==> src/supply_pin_pkg.sv <==
// shared constants, types and helpers for the supply-fault and pin-level register bank
package supply_pin_pkg;

	// bus geometry: register index is the byte address divided by four
	localparam int ADDR_W = 10;
	localparam int DATA_W = 32;
	localparam int REG_W  = 16;

	// register indexes (byte address = 4 * index)
	localparam logic [7:0] IDX_FAULT_FORCE = 8'he5;
	localparam logic [7:0] IDX_PIN_LEVEL   = 8'he6;
	localparam logic [7:0] IDX_FORCE_CTRL  = 8'hf0;
	localparam logic [7:0] IDX_PIN_DIR     = 8'hf1;
	localparam logic [7:0] IDX_IRQ_STATUS  = 8'hf2;
	localparam logic [7:0] IDX_IRQ_MASK    = 8'hf3;

	// field positions of the supply-fault force register
	localparam int FLD_OC_LS    = 15;
	localparam int FLD_LDO_LSB  = 8;
	localparam int FLD_BUCK_LSB = 0;
	localparam int NUM_LDO      = 4;
	localparam int NUM_BUCK     = 6;
	localparam logic [15:0] FORCE_FIELDS = 16'h8f3f;

	// field positions of the force control register
	localparam int CTRL_OC_EN = 0;
	localparam int CTRL_UV_EN = 1;

	// pin level register: pins sit in the low bits, the top three bits are tied high
	localparam int          MAX_PINS      = 13;
	localparam logic [15:0] PIN_RSVD_MASK = 16'he000;

	// reset values
	localparam logic [15:0] RST_FORCE = 16'h0000;
	localparam logic [1:0]  RST_CTRL  = 2'h0;
	localparam logic [15:0] RST_PINS  = 16'h0000;

	// bus answers
	localparam logic [1:0] RESP_OKAY   = 2'h0;
	localparam logic [1:0] RESP_SLVERR = 2'h2;

	// raw or debounce-side supply fault signals
	typedef struct packed {
		logic                oc_ls;
		logic [NUM_LDO-1:0]  ldo_uv;
		logic [NUM_BUCK-1:0] buck_uv;
	} fault_sig_s;

	// one register write, valid for the cycle en is high
	typedef struct packed {
		logic             en;
		logic [7:0]       idx;
		logic [REG_W-1:0] data;
		logic [1:0]       strb;
	} reg_wr_s;

	// one register read, valid for the cycle en is high
	typedef struct packed {
		logic       en;
		logic [7:0] idx;
	} reg_rd_s;

	// write-side handshake states of the bus slave
	typedef enum logic [1:0] {
		WR_IDLE      = 2'b00,
		WR_HAVE_ADDR = 2'b01,
		WR_HAVE_DATA = 2'b10,
		WR_RESP      = 2'b11
	} wr_state_e;

	// place fault signals at their register bit positions
	function automatic logic [15:0] fault_word(input fault_sig_s f);
		logic [15:0] w;
		w = 16'h0000;
		w[FLD_OC_LS] = f.oc_ls;
		w[FLD_LDO_LSB +: NUM_LDO] = f.ldo_uv;
		w[FLD_BUCK_LSB +: NUM_BUCK] = f.buck_uv;
		return w;
	endfunction : fault_word

	// expand byte strobes into a bit mask of the low register half-words
	function automatic logic [15:0] strb_mask(input logic [1:0] s);
		return {{8{s[1]}}, {8{s[0]}}};
	endfunction : strb_mask

	// true for every index that holds a register
	function automatic logic idx_mapped(input logic [7:0] i);
		return (i == IDX_FAULT_FORCE) || (i == IDX_PIN_LEVEL) || (i == IDX_FORCE_CTRL)
			|| (i == IDX_PIN_DIR) || (i == IDX_IRQ_STATUS) || (i == IDX_IRQ_MASK);
	endfunction : idx_mapped

endpackage : supply_pin_pkg

==> src/supply_fault_pin_regs.sv <==
// supply-fault force/readback register and general-purpose pin level register with pin events
`timescale 1ns/1ps
module supply_fault_pin_regs
	import supply_pin_pkg::*;
#(
	parameter int PIN_COUNT = 13
)
(
	input  wire logic                              clk_i,
	input  wire logic                              rst_n_i,
	input  wire logic [supply_pin_pkg::ADDR_W-1:0] awaddr_i,
	input  wire logic                              awvalid_i,
	output logic                                   awready_o,
	input  wire logic [supply_pin_pkg::DATA_W-1:0] wdata_i,
	input  wire logic [3:0]                        wstrb_i,
	input  wire logic                              wvalid_i,
	output logic                                   wready_o,
	output logic [1:0]                             bresp_o,
	output logic                                   bvalid_o,
	input  wire logic                              bready_i,
	input  wire logic [supply_pin_pkg::ADDR_W-1:0] araddr_i,
	input  wire logic                              arvalid_i,
	output logic                                   arready_o,
	output logic [supply_pin_pkg::DATA_W-1:0]      rdata_o,
	output logic [1:0]                             rresp_o,
	output logic                                   rvalid_o,
	input  wire logic                              rready_i,
	input  wire supply_pin_pkg::fault_sig_s        fault_raw_i,
	output supply_pin_pkg::fault_sig_s             fault_deb_o,
	input  wire logic [PIN_COUNT-1:0]              pin_in_i,
	output logic [PIN_COUNT-1:0]                   pin_out_o,
	output logic [PIN_COUNT-1:0]                   pin_oe_o,
	output logic                                   irq_o
);
	import supply_pin_pkg::*;

	////////////////////////////////////////////////////////////////////////////
	// elaboration check: pins must fit below the tied-high top bits

	generate
		if (PIN_COUNT < 1 || PIN_COUNT > MAX_PINS)
		begin : g_bad_pins
			$error("PIN_COUNT must lie between 1 and 13");
		end
	endgenerate

	////////////////////////////////////////////////////////////////////////////
	// declarations

	reg_wr_s                wr;
	reg_rd_s                rd;
	logic [REG_W-1:0]       rd_data;
	logic                   rd_err;
	logic                   wr_err;

	logic [1:0]             ctrl_r;
	logic [1:0]             ctrl_nxt;
	logic [REG_W-1:0]       force_r;
	logic [REG_W-1:0]       force_nxt;
	fault_sig_s             deb_r;
	fault_sig_s             deb_nxt;

	logic [PIN_COUNT-1:0]   dir_r;
	logic [PIN_COUNT-1:0]   dir_nxt;
	logic [PIN_COUNT-1:0]   out_r;
	logic [PIN_COUNT-1:0]   out_nxt;
	logic [PIN_COUNT-1:0]   prev_r;
	logic                   primed_r;
	logic [PIN_COUNT-1:0]   flag_r;
	logic [PIN_COUNT-1:0]   flag_nxt;
	logic [PIN_COUNT-1:0]   mask_r;
	logic [PIN_COUNT-1:0]   mask_nxt;

	wire  [REG_W-1:0]       wmask;
	wire  [REG_W-1:0]       wbits;
	wire  [PIN_COUNT-1:0]   wmask_pin;
	wire  [PIN_COUNT-1:0]   wdata_pin;
	wire                    wr_force;
	wire                    wr_level;
	wire                    wr_ctrl;
	wire                    wr_dir;
	wire                    wr_status;
	wire                    wr_mask;
	wire  [PIN_COUNT-1:0]   pin_change;
	wire  [PIN_COUNT-1:0]   clr_level;
	wire  [PIN_COUNT-1:0]   clr_w1c;
	wire  [PIN_COUNT-1:0]   pin_level;
	wire  [REG_W-1:0]       level_word;
	wire  [REG_W-1:0]       raw_word;

	////////////////////////////////////////////////////////////////////////////
	// bus slave

	axil_reg_port u_port
	(
		.clk_i     (clk_i),
		.rst_n_i   (rst_n_i),
		.awaddr_i  (awaddr_i),
		.awvalid_i (awvalid_i),
		.awready_o (awready_o),
		.wdata_i   (wdata_i),
		.wstrb_i   (wstrb_i),
		.wvalid_i  (wvalid_i),
		.wready_o  (wready_o),
		.bresp_o   (bresp_o),
		.bvalid_o  (bvalid_o),
		.bready_i  (bready_i),
		.araddr_i  (araddr_i),
		.arvalid_i (arvalid_i),
		.arready_o (arready_o),
		.rdata_o   (rdata_o),
		.rresp_o   (rresp_o),
		.rvalid_o  (rvalid_o),
		.rready_i  (rready_i),
		.wr_o      (wr),
		.wr_err_i  (wr_err),
		.rd_o      (rd),
		.rd_data_i (rd_data),
		.rd_err_i  (rd_err)
	);

	////////////////////////////////////////////////////////////////////////////
	// write decode; unmapped indexes store nothing and answer with an error

	assign wr_err    = !idx_mapped(wr.idx);
	assign rd_err    = !idx_mapped(rd.idx);
	assign wmask     = strb_mask(wr.strb);
	assign wbits     = wr.data & wmask;
	assign wmask_pin = wmask[PIN_COUNT-1:0];
	assign wdata_pin = wr.data[PIN_COUNT-1:0];
	assign wr_force  = wr.en && (wr.idx == IDX_FAULT_FORCE);
	assign wr_level  = wr.en && (wr.idx == IDX_PIN_LEVEL);
	assign wr_ctrl   = wr.en && (wr.idx == IDX_FORCE_CTRL);
	assign wr_dir    = wr.en && (wr.idx == IDX_PIN_DIR);
	assign wr_status = wr.en && (wr.idx == IDX_IRQ_STATUS);
	assign wr_mask   = wr.en && (wr.idx == IDX_IRQ_MASK);

	////////////////////////////////////////////////////////////////////////////
	// supply-fault force path

	// only the documented force fields hold a value; the gaps stay zero
	assign force_nxt = wr_force ? (((force_r & ~wmask) | wbits) & FORCE_FIELDS) : force_r;
	assign ctrl_nxt  = wr_ctrl ? ((ctrl_r & ~wmask[1:0]) | wbits[1:0]) : ctrl_r;

	// debounce inputs: forced value only while its enable is set, raw comparator otherwise
	assign deb_nxt.oc_ls   = ctrl_r[CTRL_OC_EN] ? force_r[FLD_OC_LS] : fault_raw_i.oc_ls;
	assign deb_nxt.ldo_uv  = ctrl_r[CTRL_UV_EN] ? force_r[FLD_LDO_LSB +: NUM_LDO]
		: fault_raw_i.ldo_uv;
	assign deb_nxt.buck_uv = ctrl_r[CTRL_UV_EN] ? force_r[FLD_BUCK_LSB +: NUM_BUCK]
		: fault_raw_i.buck_uv;

	// readback shows the comparators, never the forced value
	assign raw_word = fault_word(fault_raw_i);

	// force value and enables
	always_ff @(posedge clk_i)
	begin
		if (!rst_n_i)
		begin
			force_r <= RST_FORCE;
			ctrl_r  <= RST_CTRL;
		end
		else
		begin
			force_r <= force_nxt;
			ctrl_r  <= ctrl_nxt;
		end
	end

	// the mux is registered so the debounce stage sees a clean level; the fault
	// responses stay behind it, so a forced fault is still filtered as a real one
	always_ff @(posedge clk_i)
	begin
		if (!rst_n_i)
			deb_r <= '0;
		else
			deb_r <= deb_nxt;
	end

	assign fault_deb_o = deb_r;

	////////////////////////////////////////////////////////////////////////////
	// pin direction and driven levels

	// direction 1 = output; a write to the level register sets the driven level of output pins only
	assign dir_nxt = wr_dir ? ((dir_r & ~wmask_pin) | (wdata_pin & wmask_pin)) : dir_r;
	assign out_nxt = wr_level ? ((out_r & ~(wmask_pin & dir_r)) | (wdata_pin & wmask_pin & dir_r))
		: out_r;

	// direction and output latches reset to zero
	always_ff @(posedge clk_i)
	begin
		if (!rst_n_i)
		begin
			dir_r <= RST_PINS[PIN_COUNT-1:0];
			out_r <= RST_PINS[PIN_COUNT-1:0];
		end
		else
		begin
			dir_r <= dir_nxt;
			out_r <= out_nxt;
		end
	end

	assign pin_out_o = out_r;
	assign pin_oe_o  = dir_r;

	// inputs read the pin itself, outputs read back what is driven
	assign pin_level  = (dir_r & out_r) | (~dir_r & pin_in_i);
	assign level_word = PIN_RSVD_MASK | REG_W'(pin_level);

	////////////////////////////////////////////////////////////////////////////
	// pin events and interrupt

	// an event is any level change on an input pin; the first sample after reset
	// only primes the history, so a pin already high raises no false event
	assign pin_change = primed_r ? ((pin_in_i ^ prev_r) & ~dir_r) : '0;

	// clears: a zero written to an input pin's level bit, or a one to its status bit
	assign clr_level = wr_level ? (wmask_pin & ~wdata_pin & ~dir_r) : '0;
	assign clr_w1c   = wr_status ? (wmask_pin & wdata_pin) : '0;

	// a change in the clearing cycle wins, so no event is lost
	assign flag_nxt = pin_change | (flag_r & ~(clr_level | clr_w1c));
	assign mask_nxt = wr_mask ? ((mask_r & ~wmask_pin) | (wdata_pin & wmask_pin)) : mask_r;

	// pin history
	always_ff @(posedge clk_i)
	begin
		if (!rst_n_i)
		begin
			prev_r   <= '0;
			primed_r <= 1'b0;
		end
		else
		begin
			prev_r   <= pin_in_i;
			primed_r <= 1'b1;
		end
	end

	// sticky event flags and their mask
	always_ff @(posedge clk_i)
	begin
		if (!rst_n_i)
		begin
			flag_r <= '0;
			mask_r <= '0;
		end
		else
		begin
			flag_r <= flag_nxt;
			mask_r <= mask_nxt;
		end
	end

	// level interrupt while any unmasked flag stands
	assign irq_o = |(flag_r & mask_r);

	////////////////////////////////////////////////////////////////////////////
	// read mux; reads have no side effects, unmapped reads return zero

	assign rd_data =
		(rd.idx == IDX_FAULT_FORCE) ? raw_word :
		(rd.idx == IDX_PIN_LEVEL)   ? level_word :
		(rd.idx == IDX_FORCE_CTRL)  ? REG_W'(ctrl_r) :
		(rd.idx == IDX_PIN_DIR)     ? REG_W'(dir_r) :
		(rd.idx == IDX_IRQ_STATUS)  ? REG_W'(flag_r) :
		(rd.idx == IDX_IRQ_MASK)    ? REG_W'(mask_r) :
		16'h0000;

endmodule : supply_fault_pin_regs

==> src/axil_reg_port.sv <==
// axi4-lite slave front end turning bus transfers into register write and read strobes
`timescale 1ns/1ps
module axil_reg_port
	import supply_pin_pkg::*;
(
	input  wire logic                          clk_i,
	input  wire logic                          rst_n_i,
	input  wire logic [supply_pin_pkg::ADDR_W-1:0] awaddr_i,
	input  wire logic                          awvalid_i,
	output logic                               awready_o,
	input  wire logic [supply_pin_pkg::DATA_W-1:0] wdata_i,
	input  wire logic [3:0]                    wstrb_i,
	input  wire logic                          wvalid_i,
	output logic                               wready_o,
	output logic [1:0]                         bresp_o,
	output logic                               bvalid_o,
	input  wire logic                          bready_i,
	input  wire logic [supply_pin_pkg::ADDR_W-1:0] araddr_i,
	input  wire logic                          arvalid_i,
	output logic                               arready_o,
	output logic [supply_pin_pkg::DATA_W-1:0]  rdata_o,
	output logic [1:0]                         rresp_o,
	output logic                               rvalid_o,
	input  wire logic                          rready_i,
	output supply_pin_pkg::reg_wr_s            wr_o,
	input  wire logic                          wr_err_i,
	output supply_pin_pkg::reg_rd_s            rd_o,
	input  wire logic [supply_pin_pkg::REG_W-1:0] rd_data_i,
	input  wire logic                          rd_err_i
);
	import supply_pin_pkg::*;

	wr_state_e                  state_r;
	wr_state_e                  state_nxt;
	logic [ADDR_W-1:0]          awaddr_r;
	logic [REG_W-1:0]           wdata_r;
	logic [1:0]                 wstrb_r;
	logic [1:0]                 bresp_r;
	logic                       rvalid_r;
	logic [DATA_W-1:0]          rdata_r;
	logic [1:0]                 rresp_r;
	wire                        aw_hs;
	wire                        w_hs;
	wire                        ar_hs;
	wire                        have_aw;
	wire                        have_w;

	////////////////////////////////////////////////////////////////////////////
	// write channels: address and data accepted in either order, held until both are in
	assign awready_o = (state_r == WR_IDLE) || (state_r == WR_HAVE_DATA);
	assign wready_o  = (state_r == WR_IDLE) || (state_r == WR_HAVE_ADDR);
	assign aw_hs     = awvalid_i && awready_o;
	assign w_hs      = wvalid_i && wready_o;
	assign have_aw   = aw_hs || (state_r == WR_HAVE_ADDR);
	assign have_w    = w_hs || (state_r == WR_HAVE_DATA);
	assign wr_o.en   = have_aw && have_w;
	assign wr_o.idx  = (state_r == WR_HAVE_ADDR) ? awaddr_r[ADDR_W-1:2] : awaddr_i[ADDR_W-1:2];
	assign wr_o.data = (state_r == WR_HAVE_DATA) ? wdata_r : wdata_i[REG_W-1:0];
	assign wr_o.strb = (state_r == WR_HAVE_DATA) ? wstrb_r : wstrb_i[1:0];
	assign bvalid_o  = (state_r == WR_RESP);
	assign bresp_o   = bresp_r;

	// next write state
	always_comb
	begin
		state_nxt = state_r;
		case (state_r)
			WR_IDLE:
			begin
				if (aw_hs && w_hs)
					state_nxt = WR_RESP;
				else if (aw_hs)
					state_nxt = WR_HAVE_ADDR;
				else if (w_hs)
					state_nxt = WR_HAVE_DATA;
			end
			WR_HAVE_ADDR: if (w_hs) state_nxt = WR_RESP;
			WR_HAVE_DATA: if (aw_hs) state_nxt = WR_RESP;
			WR_RESP:      if (bready_i) state_nxt = WR_IDLE;
			default:      state_nxt = WR_IDLE;
		endcase
	end

	// write state and captured halves of a split transfer
	always_ff @(posedge clk_i)
	begin
		if (!rst_n_i)
		begin
			state_r  <= WR_IDLE;
			awaddr_r <= '0;
			wdata_r  <= '0;
			wstrb_r  <= 2'h0;
			bresp_r  <= RESP_OKAY;
		end
		else
		begin
			state_r <= state_nxt;
			if (aw_hs)
				awaddr_r <= awaddr_i;
			if (w_hs)
			begin
				wdata_r <= wdata_i[REG_W-1:0];
				wstrb_r <= wstrb_i[1:0];
			end
			if (wr_o.en)
				bresp_r <= wr_err_i ? RESP_SLVERR : RESP_OKAY;
		end
	end

	////////////////////////////////////////////////////////////////////////////
	// read channel: data registered one cycle after the address is taken
	assign arready_o = !rvalid_r;
	assign ar_hs     = arvalid_i && arready_o;
	assign rd_o.en   = ar_hs;
	assign rd_o.idx  = araddr_i[ADDR_W-1:2];
	assign rvalid_o  = rvalid_r;
	assign rdata_o   = rdata_r;
	assign rresp_o   = rresp_r;

	// read answer holds until the master takes it
	always_ff @(posedge clk_i)
	begin
		if (!rst_n_i)
		begin
			rvalid_r <= 1'b0;
			rdata_r  <= '0;
			rresp_r  <= RESP_OKAY;
		end
		else if (ar_hs)
		begin
			rvalid_r <= 1'b1;
			rdata_r  <= DATA_W'(rd_data_i);
			rresp_r  <= rd_err_i ? RESP_SLVERR : RESP_OKAY;
		end
		else if (rready_i)
			rvalid_r <= 1'b0;
	end

endmodule : axil_reg_port

==> config.mk <==
export PLATFORM = sky130hd
export DESIGN_NAME = supply_fault_pin_regs
export DESIGN_NICKNAME = d
export VERILOG_FILES = /design/src/supply_pin_pkg.sv /design/src/supply_fault_pin_regs.sv /design/src/axil_reg_port.sv
export SDC_FILE = /design/constraint.sdc
export NUM_CORES = 1
export LEC_CHECK = 0
export CAP_MARGIN = 0
export CORE_ASPECT_RATIO = 0.7
export CORE_MARGIN = 3
export CORE_UTILIZATION = 28
export DETAILED_ROUTE_END_ITERATION = 10
export DONT_BUFFER_PORTS = 1
export GPL_TIMING_DRIVEN = 0
export PLACE_DENSITY_LB_ADDON = 0.25
export SETUP_SLACK_MARGIN = 0.5
export SLEW_MARGIN = 10
export SYNTH_ARGS = -nofsm -noshare
export SYNTH_HDL_FRONTEND = slang
export SYNTH_SLANG_ARGS = --single-unit
==> constraint.sdc <==
create_clock -name clk_i -period 2.6 [get_ports clk_i]
set_clock_uncertainty 0.05 [all_clocks]
set_input_delay 0.39 -clock clk_i [delete_from_list [all_inputs] [get_ports clk_i]]
set_output_delay 0.39 -clock clk_i [all_outputs]
set_load 0.02 [all_outputs]
# == Word level (Yosys, flattened, before mapping) ==
# Cells that the tools add are included.
# op_classes
n_eq_ne,19
reduce_logical,30
bitwise_logic,32
n_mux,27
# ops
operator,n
AND 13 bit,13
"equality test 8 bit, second input constant",12
two-way mux 13 bit,7
bitwise OR 13 bit,6
NOT 13 bit,5
two-way mux 16 bit,3
AND 16 bit,2
two-way mux 2 bit,9
NOT 16 bit,1
bitwise OR 16 bit,1
logical OR 1 bit,14
OR reduction 13 bit,1
XOR 13 bit,1
logical AND 1 bit,11
two-way mux 8 bit,1
case mux 2 bit (4 select lines),1
two-way mux 6 bit,1
"inequality test 2 x 1 -> 1 bit, second input constant",3
"equality test 2 bit, second input constant",2
two-way mux 1 bit,4
two-way mux 4 bit,1
"inequality test 4 x 2 -> 1 bit, second input constant",1
AND reduction 4 bit,1
AND 2 bit,1
other kinds (6),6
# word_totals
inputBits,87
output_inout_bits,79
regBits,141
word_cells,127

# == Depth between registers and ports, before layout ==
# Gate-level depths: netlist (run 1).
# logic_depth
depth_word,11
ltp_mapped,11
mapped_depth_nobuf,7

# == Cells and area by module ==
# A second synthesis (run 1) with hierarchy kept.
# hier_totals
cells_unflattened,791
area_unflattened_um2,7018.0
# modules_own_cells
mod,cells_each,seq_area_each_um2,n_inst,area_per_inst_um2
supply_fault_pin_regs,520,1801.7,1,4590.7
axil_reg_port,271,940.9,1,2427.3

# == Worst setup path after synthesis (run 1) ==
# Ideal clock, no wire load.
# synth_timing
path_kind,register to register
start,register u_port.state_r[1]
end,register (tool-made name)
setup_ps,116
synth_period_minus_slack_ps,2385
path_slack_ps,215
n_path_buf,2
arrival_ps,2219
path_stages_with_launch,10
required_time_ps,2434
path_cell_list,dfxtp_1 -> inv_1 -> ha_1 -> buf_6 -> nand2b_4 -> or4b_4 -> buf_6 -> a2111oi_4 -> nor2_1 -> a31o_1
# synth_rtl
element,line,text
start: declaration,axil_reg_port.sv:33,wr_state_e state_r;
start signal: assignment,axil_reg_port.sv:97,state_r <= state_nxt;

==> flow_metrics.py, run 1 <==
metrics = {
    "yosys": {
        "synth_top_cell_by_area": "dfxtp_1",
        "synth-seq-area-share_pct": 40.7,
        "yosysMostFrequentCell": "nand2_1",
        "synth_cells": 736,
        "synth.area.top_cells": "dfxtp_1, mux2i_1, nand2_1, mux2_2, a21boi_0",
        "synth_edf_count": 0,
        "ys.flop_type": "dfxtp_1",
        "synthTopCellsByCount": "nand2_1, dfxtp_1, mux2i_1",
        "avgSynthCellArea_um2": 8.96,
        "yosysWarnings": 0,
        "async_reset_ff_share_pct": 0,
        "synth_seq_cells": 134,
        "synth_cell_types": 53,
        "synth_top_area_share_pct": 40.7,
        "syn-cell-area_mm2": 0.00659,
    },
    "sta": {
        "hold_viol_final": 0,
        "tightest_slew_ns": 0.879,
        "finalCriticalPeriod_ns": 2.34,
        "finalMaxSlewViolations": 0,
        "post-route-period-util_pct": 90.2,
        "relSlewSlack_pct": 41.4,
        "setup_viol": 0,
        "whs_ns": 0.0288,
        "max_freq_ghz": 0.426,
        "rsz0062_at_grt": "true",
    },
    "final_layout": {
        "fin_cells": 1115,
        "area.growth.synth_to_final_pct": 26.4,
        "antenna_cells": 0,
        "fin_nets": 883,
        "fill_cells": 2345,
        "seq_area_mm2": 0.00269,
        "drive_gt1_share_pct": 21.9,
        "multi_input_area_mm2": 0.00396,
    },
    "global_route": {
        "grt_overflow": 0,
        "antenna_found_initial": 0,
        "grt_pass1_wl_um": 35300,
        "grt_pass1_vias": 5377,
        "grt_use_total_pct": 18.6,
        "grt_max_degree": 17,
    },
    "floorplanning": {
        "initial_utilization_pct": 28.8,
        "chipWidth_um": 189,
        "die-area_mm2": 0.0254,
        "fp.coreArea_mm2": 0.0229,
        "rows": 46,
        "die_h_um": 134,
        "io-pin-count": 166,
    },
    "pwr": {
        "leakage_nw": 3.28,
        "ir_drop_uv": 469,
        "power_mw": 6.54,
        "p_per_area_mw_per_mm2": 786,
    },
    "critical_path": {
        "crit_fanout": 6,
        "worstPathArrival_ns": 2.62,
        "crit_required_ns": 2.87,
        "cp-start-kind": "flop",
        "worstSetupEndpointType": "flop",
        "crit_chain": "inv_2 > ha_4 > buf_8 > nand2b_4 > or4b_4 > buf_6 > a2111oi_4 > buf_6 > nor2_1 > a31o_1",
        "cp_common_cell": "buf_6",
        "critPathKind": "flop to flop",
        "slowest_stage": "or4b_4",
        "slowest_delay_ns": 0.48,
    },
    "clock_tree": {
        "numClockSinks": 134,
        "tritoncts": "done",
        "clk_pin_slew_ns": 0.06,
        "cts_buffer_depth": 2,
        "root_buffer": "clkbuf_16",
        "cts_buffers": 17,
        "h-tree-depth": 4,
        "clkLatencyLatePin_ns": 0.43,
    },
    "placed_design": {
        "dp_hpwl_um": 17700,
        "place.gp.congestion": 0.909,
        "dp_cells": 1065,
        "io_buffers": 0,
    },
    "detailed_routing": {
        "wl_per_cell_um": 21.2,
        "viasPerCell": 5.00,
        "wirelength_um": 23600,
        "drc": 0,
        "via_count": 5579,
        "drt_first_pass_iters": 6,
        "drt_iter0_drc": 481,
        "ant_nets": 0,
    },
    "run": {
        "max_cap_viol_count": 0,
    },
    "hold_path": {
        "hp-class": "primary input to flop",
    },
    "run_status": {
        "status": "complete, no violations",
    },
}
[layout make-up]
cell class / instances / share of cell area, %
Sequential cell: 134 / 32.3
Inverter: 8 / 0.361
Buffer: 63 / 5.11
Clock inverter: 12 / 2.13
Clock buffer: 19 / 5.44
Timing Repair Buffer: 19 / 2.51
Multi-Input combinational cell: 548 / 47.5
Tap cell: 312 / 4.69
[repair_timing]
| action | in CTS | in global routing |
|---|---|---|
| resized for setup | 61 | 49 |
| endpoints found under the hold margin | 1 | 0 |
| hold buffers | 1 | 0 |
| pin swaps | 7 | 5 |
| endpoints found under the setup margin | 97 | 83 |
| setup buffers | 13 | 4 |
| gates cloned | 1 | 0 |
[through the flow]
| step | setup TNS [ns] | util (%) | setup slack (ns) | instance area (µm²) |
|---|---|---|---|---|
| 2_1_floorplan | 0 | - | 0.264 | 6670 |
| 3_3_place_gp | -3.24 | 30.8 | -0.277 | 7060 |
| 3_5_place_dp | -3.15 | 30.8 | -0.211 | 7060 |
| 4_1_cts | 0 | 35.4 | 0.285 | 8110 |
| 5_1_grt | 0 | 36.4 | 0.169 | 8330 |
| 6_report | 0 | 36.4 | 0.255 | 8330 |
[where the power goes]
part | switching, mW | internal [mW] | leakage (nW) | total, mW
Sequential | 0.166 | 2.24 | 1.10 | 2.40
Combinational | 0.881 | 0.642 | 1.88 | 1.52
Clock | 0.970 | 1.65 | 0.297 | 2.62
[worst max-delay path, delay by kind of cell (launching register included)]
kind	cells	cell delay, ns
AND/OR/NAND/NOR	3	0.66
adder cells (fa/ha/maj)	1	0.18
buffers and inverters	4	0.52
AO/OA/AOI/OAI	2	0.49
flip-flops	1	0.33
[routing by layer]
metal / global-route usage (%) / wire length, µm / vias to the layer above
li1: - / - / 2653
met1: 27.0 / 11400 / 2696
met5: 0 / 0 / -
met4: 4.84 / 320 / 0
met2: 25.5 / 9470 / 208
met3: 7.03 / 2400 / 22
[final timing paths]
kind | start | to | slack (ns) | cells past startpoint
min reg2reg | u_port.wdata_r[7]$_SDFFE_PN0P_ | u_port.wdata_r[7]$_SDFFE_PN0P_ | 0.41 | 2
max | u_port.state_r[1]$_SDFFE_PN0P_ | flop | 0.26 | 10
min | pin_in_i[0] | prev_r[0]$_SDFF_PN0_ | 0.03 | 1
max reg2reg | u_port.state_r[1]$_SDFFE_PN0P_ | flop | 0.26 | 10
[layout by cell type, fill, tap and decap left out, drive strengths merged, types with 3 or more instances in the layout]
| master | Yosys | layout |
|---|---|---|
| clkbuf | 34 | 52 |
| clkinv | 0 | 4 |
| a22oi | 11 | 11 |
| and2 | 17 | 17 |
| a22o | 4 | 4 |
| ha | 5 | 5 |
| conb | 1 | 18 |
| nor3 | 17 | 17 |
| a311o | 5 | 5 |
| o32a | 8 | 8 |
| clkinvlp | 0 | 4 |
| a31oi | 4 | 4 |
| nand3b | 3 | 3 |
| inv | 8 | 8 |
| nor2 | 29 | 29 |
| nand2b | 5 | 5 |
| o221ai | 4 | 4 |
| xnor2 | 13 | 13 |
| o21ai | 24 | 24 |
| a21boi | 27 | 27 |
| mux2i | 80 | 80 |
| o31ai | 11 | 11 |
| nand2 | 152 | 152 |
| mux2 | 28 | 28 |
| or4b | 3 | 3 |
| a21oi | 9 | 9 |
| nand3 | 14 | 14 |
| dfxtp | 134 | 134 |
| a211oi | 13 | 13 |
| buf | 29 | 48 |
| nor2b | 22 | 22 |
| bufinv | 0 | 4 |
[cells by family after synthesis]
logic type | synth area share (%)
and+or+nand+nor | 18.8
AOI/OAI and AO/OA | 15.2
DFF | 40.7
muxes | 16.9
buffers and inverters | 5.56
xor gates and xnor gates | 1.73
adders and majority gates | 0.949
other | 0.0569
Note: power is estimated with default switching activity, not from simulation.
==> run 2: changes to the inputs <==
clock period = 1.89 ns   (was 2.6 ns; I/O delays follow)
==> run 2 against run 1 <==
The run now ends with setup timing left. Register-to-register slack got worse by 0.67 ns. Worst setup slack got worse by 0.67 ns. Clock power rose by 20%. Wire length is 5.9% higher. Sequential power is 39% higher. Global-route usage increased by 1.1 points. Critical path depth unchanged. Sequential cell count did not move. Combinational power grew 79%. Die area stayed put. First-iteration DRC count grew 2.1%. Critical path type unchanged.
==> flow_metrics.py, run 2 (synthesis gave the netlist of run 1 again) <==
metrics = {
    "detailed_routing": {
        "viasPerCell": 5.04,
        "via_count": 5958,
        "drc": 0,
        "drt_iter0_drc": 491,
        "wirelength_um": 25000,
        "drt_first_pass_iters": 4,
        "wl_per_cell_um": 21.2,
        "ant_nets": 0,
    },
    "sta": {
        "setup_viol": 65,
        "finalMaxSlewViolations": 0,
        "relSlewSlack_pct": 47.8,
        "finalCriticalPeriod_ns": 2.30,
        "max_freq_ghz": 0.434,
        "rsz0062_at_grt": "true",
        "hold_viol_final": 0,
        "final.setup.tns_ns": -17.26,
        "post-route-period-util_pct": 122,
        "final.setup.worst_slack_ns": -0.413,
        "tightest_slew_ns": 0.783,
    },
    "clock_tree": {
        "h-tree-depth": 4,
        "tritoncts": "done",
        "numClockSinks": 134,
        "clk_pin_slew_ns": 0.06,
        "cts_buffers": 17,
        "clkLatencyLatePin_ns": 0.43,
        "root_buffer": "clkbuf_16",
        "cts_buffer_depth": 2,
    },
    "global_route": {
        "grt_pass1_vias": 5878,
        "grt_overflow": 0,
        "grt_pass1_wl_um": 37400,
        "grt_max_degree": 17,
        "grt_use_total_pct": 19.7,
        "antenna_found_initial": 1,
    },
    "floorplanning": {
        "die_h_um": 134,
        "initial_utilization_pct": 28.8,
        "chipWidth_um": 189,
        "io-pin-count": 166,
        "rows": 46,
        "die-area_mm2": 0.0254,
        "fp.coreArea_mm2": 0.0229,
    },
    "critical_path": {
        "worstPathArrival_ns": 2.58,
        "cp-start-kind": "flop",
        "worstSetupEndpointType": "flop",
        "crit_fanout": 6,
        "critPathKind": "flop to flop",
        "reg2reg_setup_slack_ns": -0.41,
        "crit_required_ns": 2.17,
    },
    "pwr": {
        "ir_drop_uv": 629,
        "leakage_nw": 3.66,
        "p_per_area_mw_per_mm2": 980,
    },
    "run_status": {
        "violations": "setup timing",
        "status": "complete, but fails checks",
    },
    "placed_design": {
        "io_buffers": 0,
        "dp_hpwl_um": 17900,
        "place.gp.congestion": 0.858,
    },
    "final_layout": {
        "multi_input_area_mm2": 0.00434,
        "area.growth.synth_to_final_pct": 42.3,
        "fin_nets": 948,
        "antenna_cells": 0,
        "fin_util_pct": 40.9,
        "seq_area_mm2": 0.00273,
        "fill_cells": 2307,
        "final_cell_mix": "nand2_1, dfxtp_1, mux2i_1, dlygate4sd3_1, buf_4",
        "layout_commonest_cell": "nand2_1",
        "drive_gt1_share_pct": 32.8,
    },
    "run": {
        "max_cap_viol_count": 0,
    },
    "hold_path": {
        "hp-class": "primary input to flop",
    },
}
## run 2: cell types whose count changed in the layout (fill, tap and decap cells not counted), moves of 10 or more
cell / before / now
buf_6: 9 / 20
dfxtp_2: 1 / 17
a22oi_1: 11 / 1
nand2_1: 145 / 134
a21boi_0: 26 / 0
a21boi_1: 0 / 22
a22oi_2: 0 / 10
dlygate4sd3_1: 1 / 51
dfxtp_1: 132 / 111
## run 2: layout make-up
type,instances,share of cell area (%)
Sequential cell,134,29.1
Tap cell,312,4.16
Inverter,8,0.320
Buffer,63,5.32
Multi-Input combinational cell,548,46.2
Clock buffer,19,4.62
Timing Repair Buffer,84,9.12
Clock inverter,13,1.17
## run 2: through the flow
stage	power [mW]	instances	setup WS [ns]	hold WS, ns	area [µm²]
floorplan	4.61	753	-0.446	0.261	6720
global placement	5.09	1065	-0.874	0.262	7110
detailed placement	5.11	1065	-0.876	0.262	7110
CTS	8.98	1175	-0.394	0.0137	9090
global route	9.59	1181	-0.470	0.0329	9380
finish	9.19	1181	-0.413	0.0246	9380
## run 2: worst max-delay path: stages, from the launching register on
cell and delay, ns:
dfxtp_2 0.34, inv_2 0.05, ha_4 0.15, buf_8 0.12, nand2b_4 0.14, or4b_4 0.49
buf_6 0.16, a2111oi_4 0.30, buf_6 0.18, nor2_2 0.04, a31o_1 0.17
## run 2: metal layers
metal  GRT usage [%]  vias up  part of all wire [%]
met5               0        -                 0.052
met4            3.45        2                  0.64
met3            8.52       18                    10
met2            26.8      215                    40
met1            28.8     2927                    49
li1                -     2796                     -
## run 2: timing repair
item,4_1_cts,5_1_grt
cloned,1,0
hold endpoints to repair,58,0
resized for setup,187,82
setup buffers,26,6
hold buffers,51,0
setup endpoints to repair,140,114
pin swaps,45,17
## run 2: worst paths after layout
path / end / startpoint / cells after the start
setup / recovery: flop / u_port.state_r[1]$_SDFFE_PN0P_ / 10
hold / removal: fault_deb_o[5]$_SDFF_PN0_ / fault_raw_i[5] / 2
setup reg to reg: flop / u_port.state_r[1]$_SDFFE_PN0P_ / 10
hold reg to reg: u_port.wdata_r[11]$_SDFFE_PN0P_ / u_port.wdata_r[11]$_SDFFE_PN0P_ / 2
## run 2: power breakdown
group / internal (mW) / switching [mW]
logic: 1.28 / 1.45
clock network: 1.80 / 1.34
registers: 3.08 / 0.254
total: 6.15 / 3.04
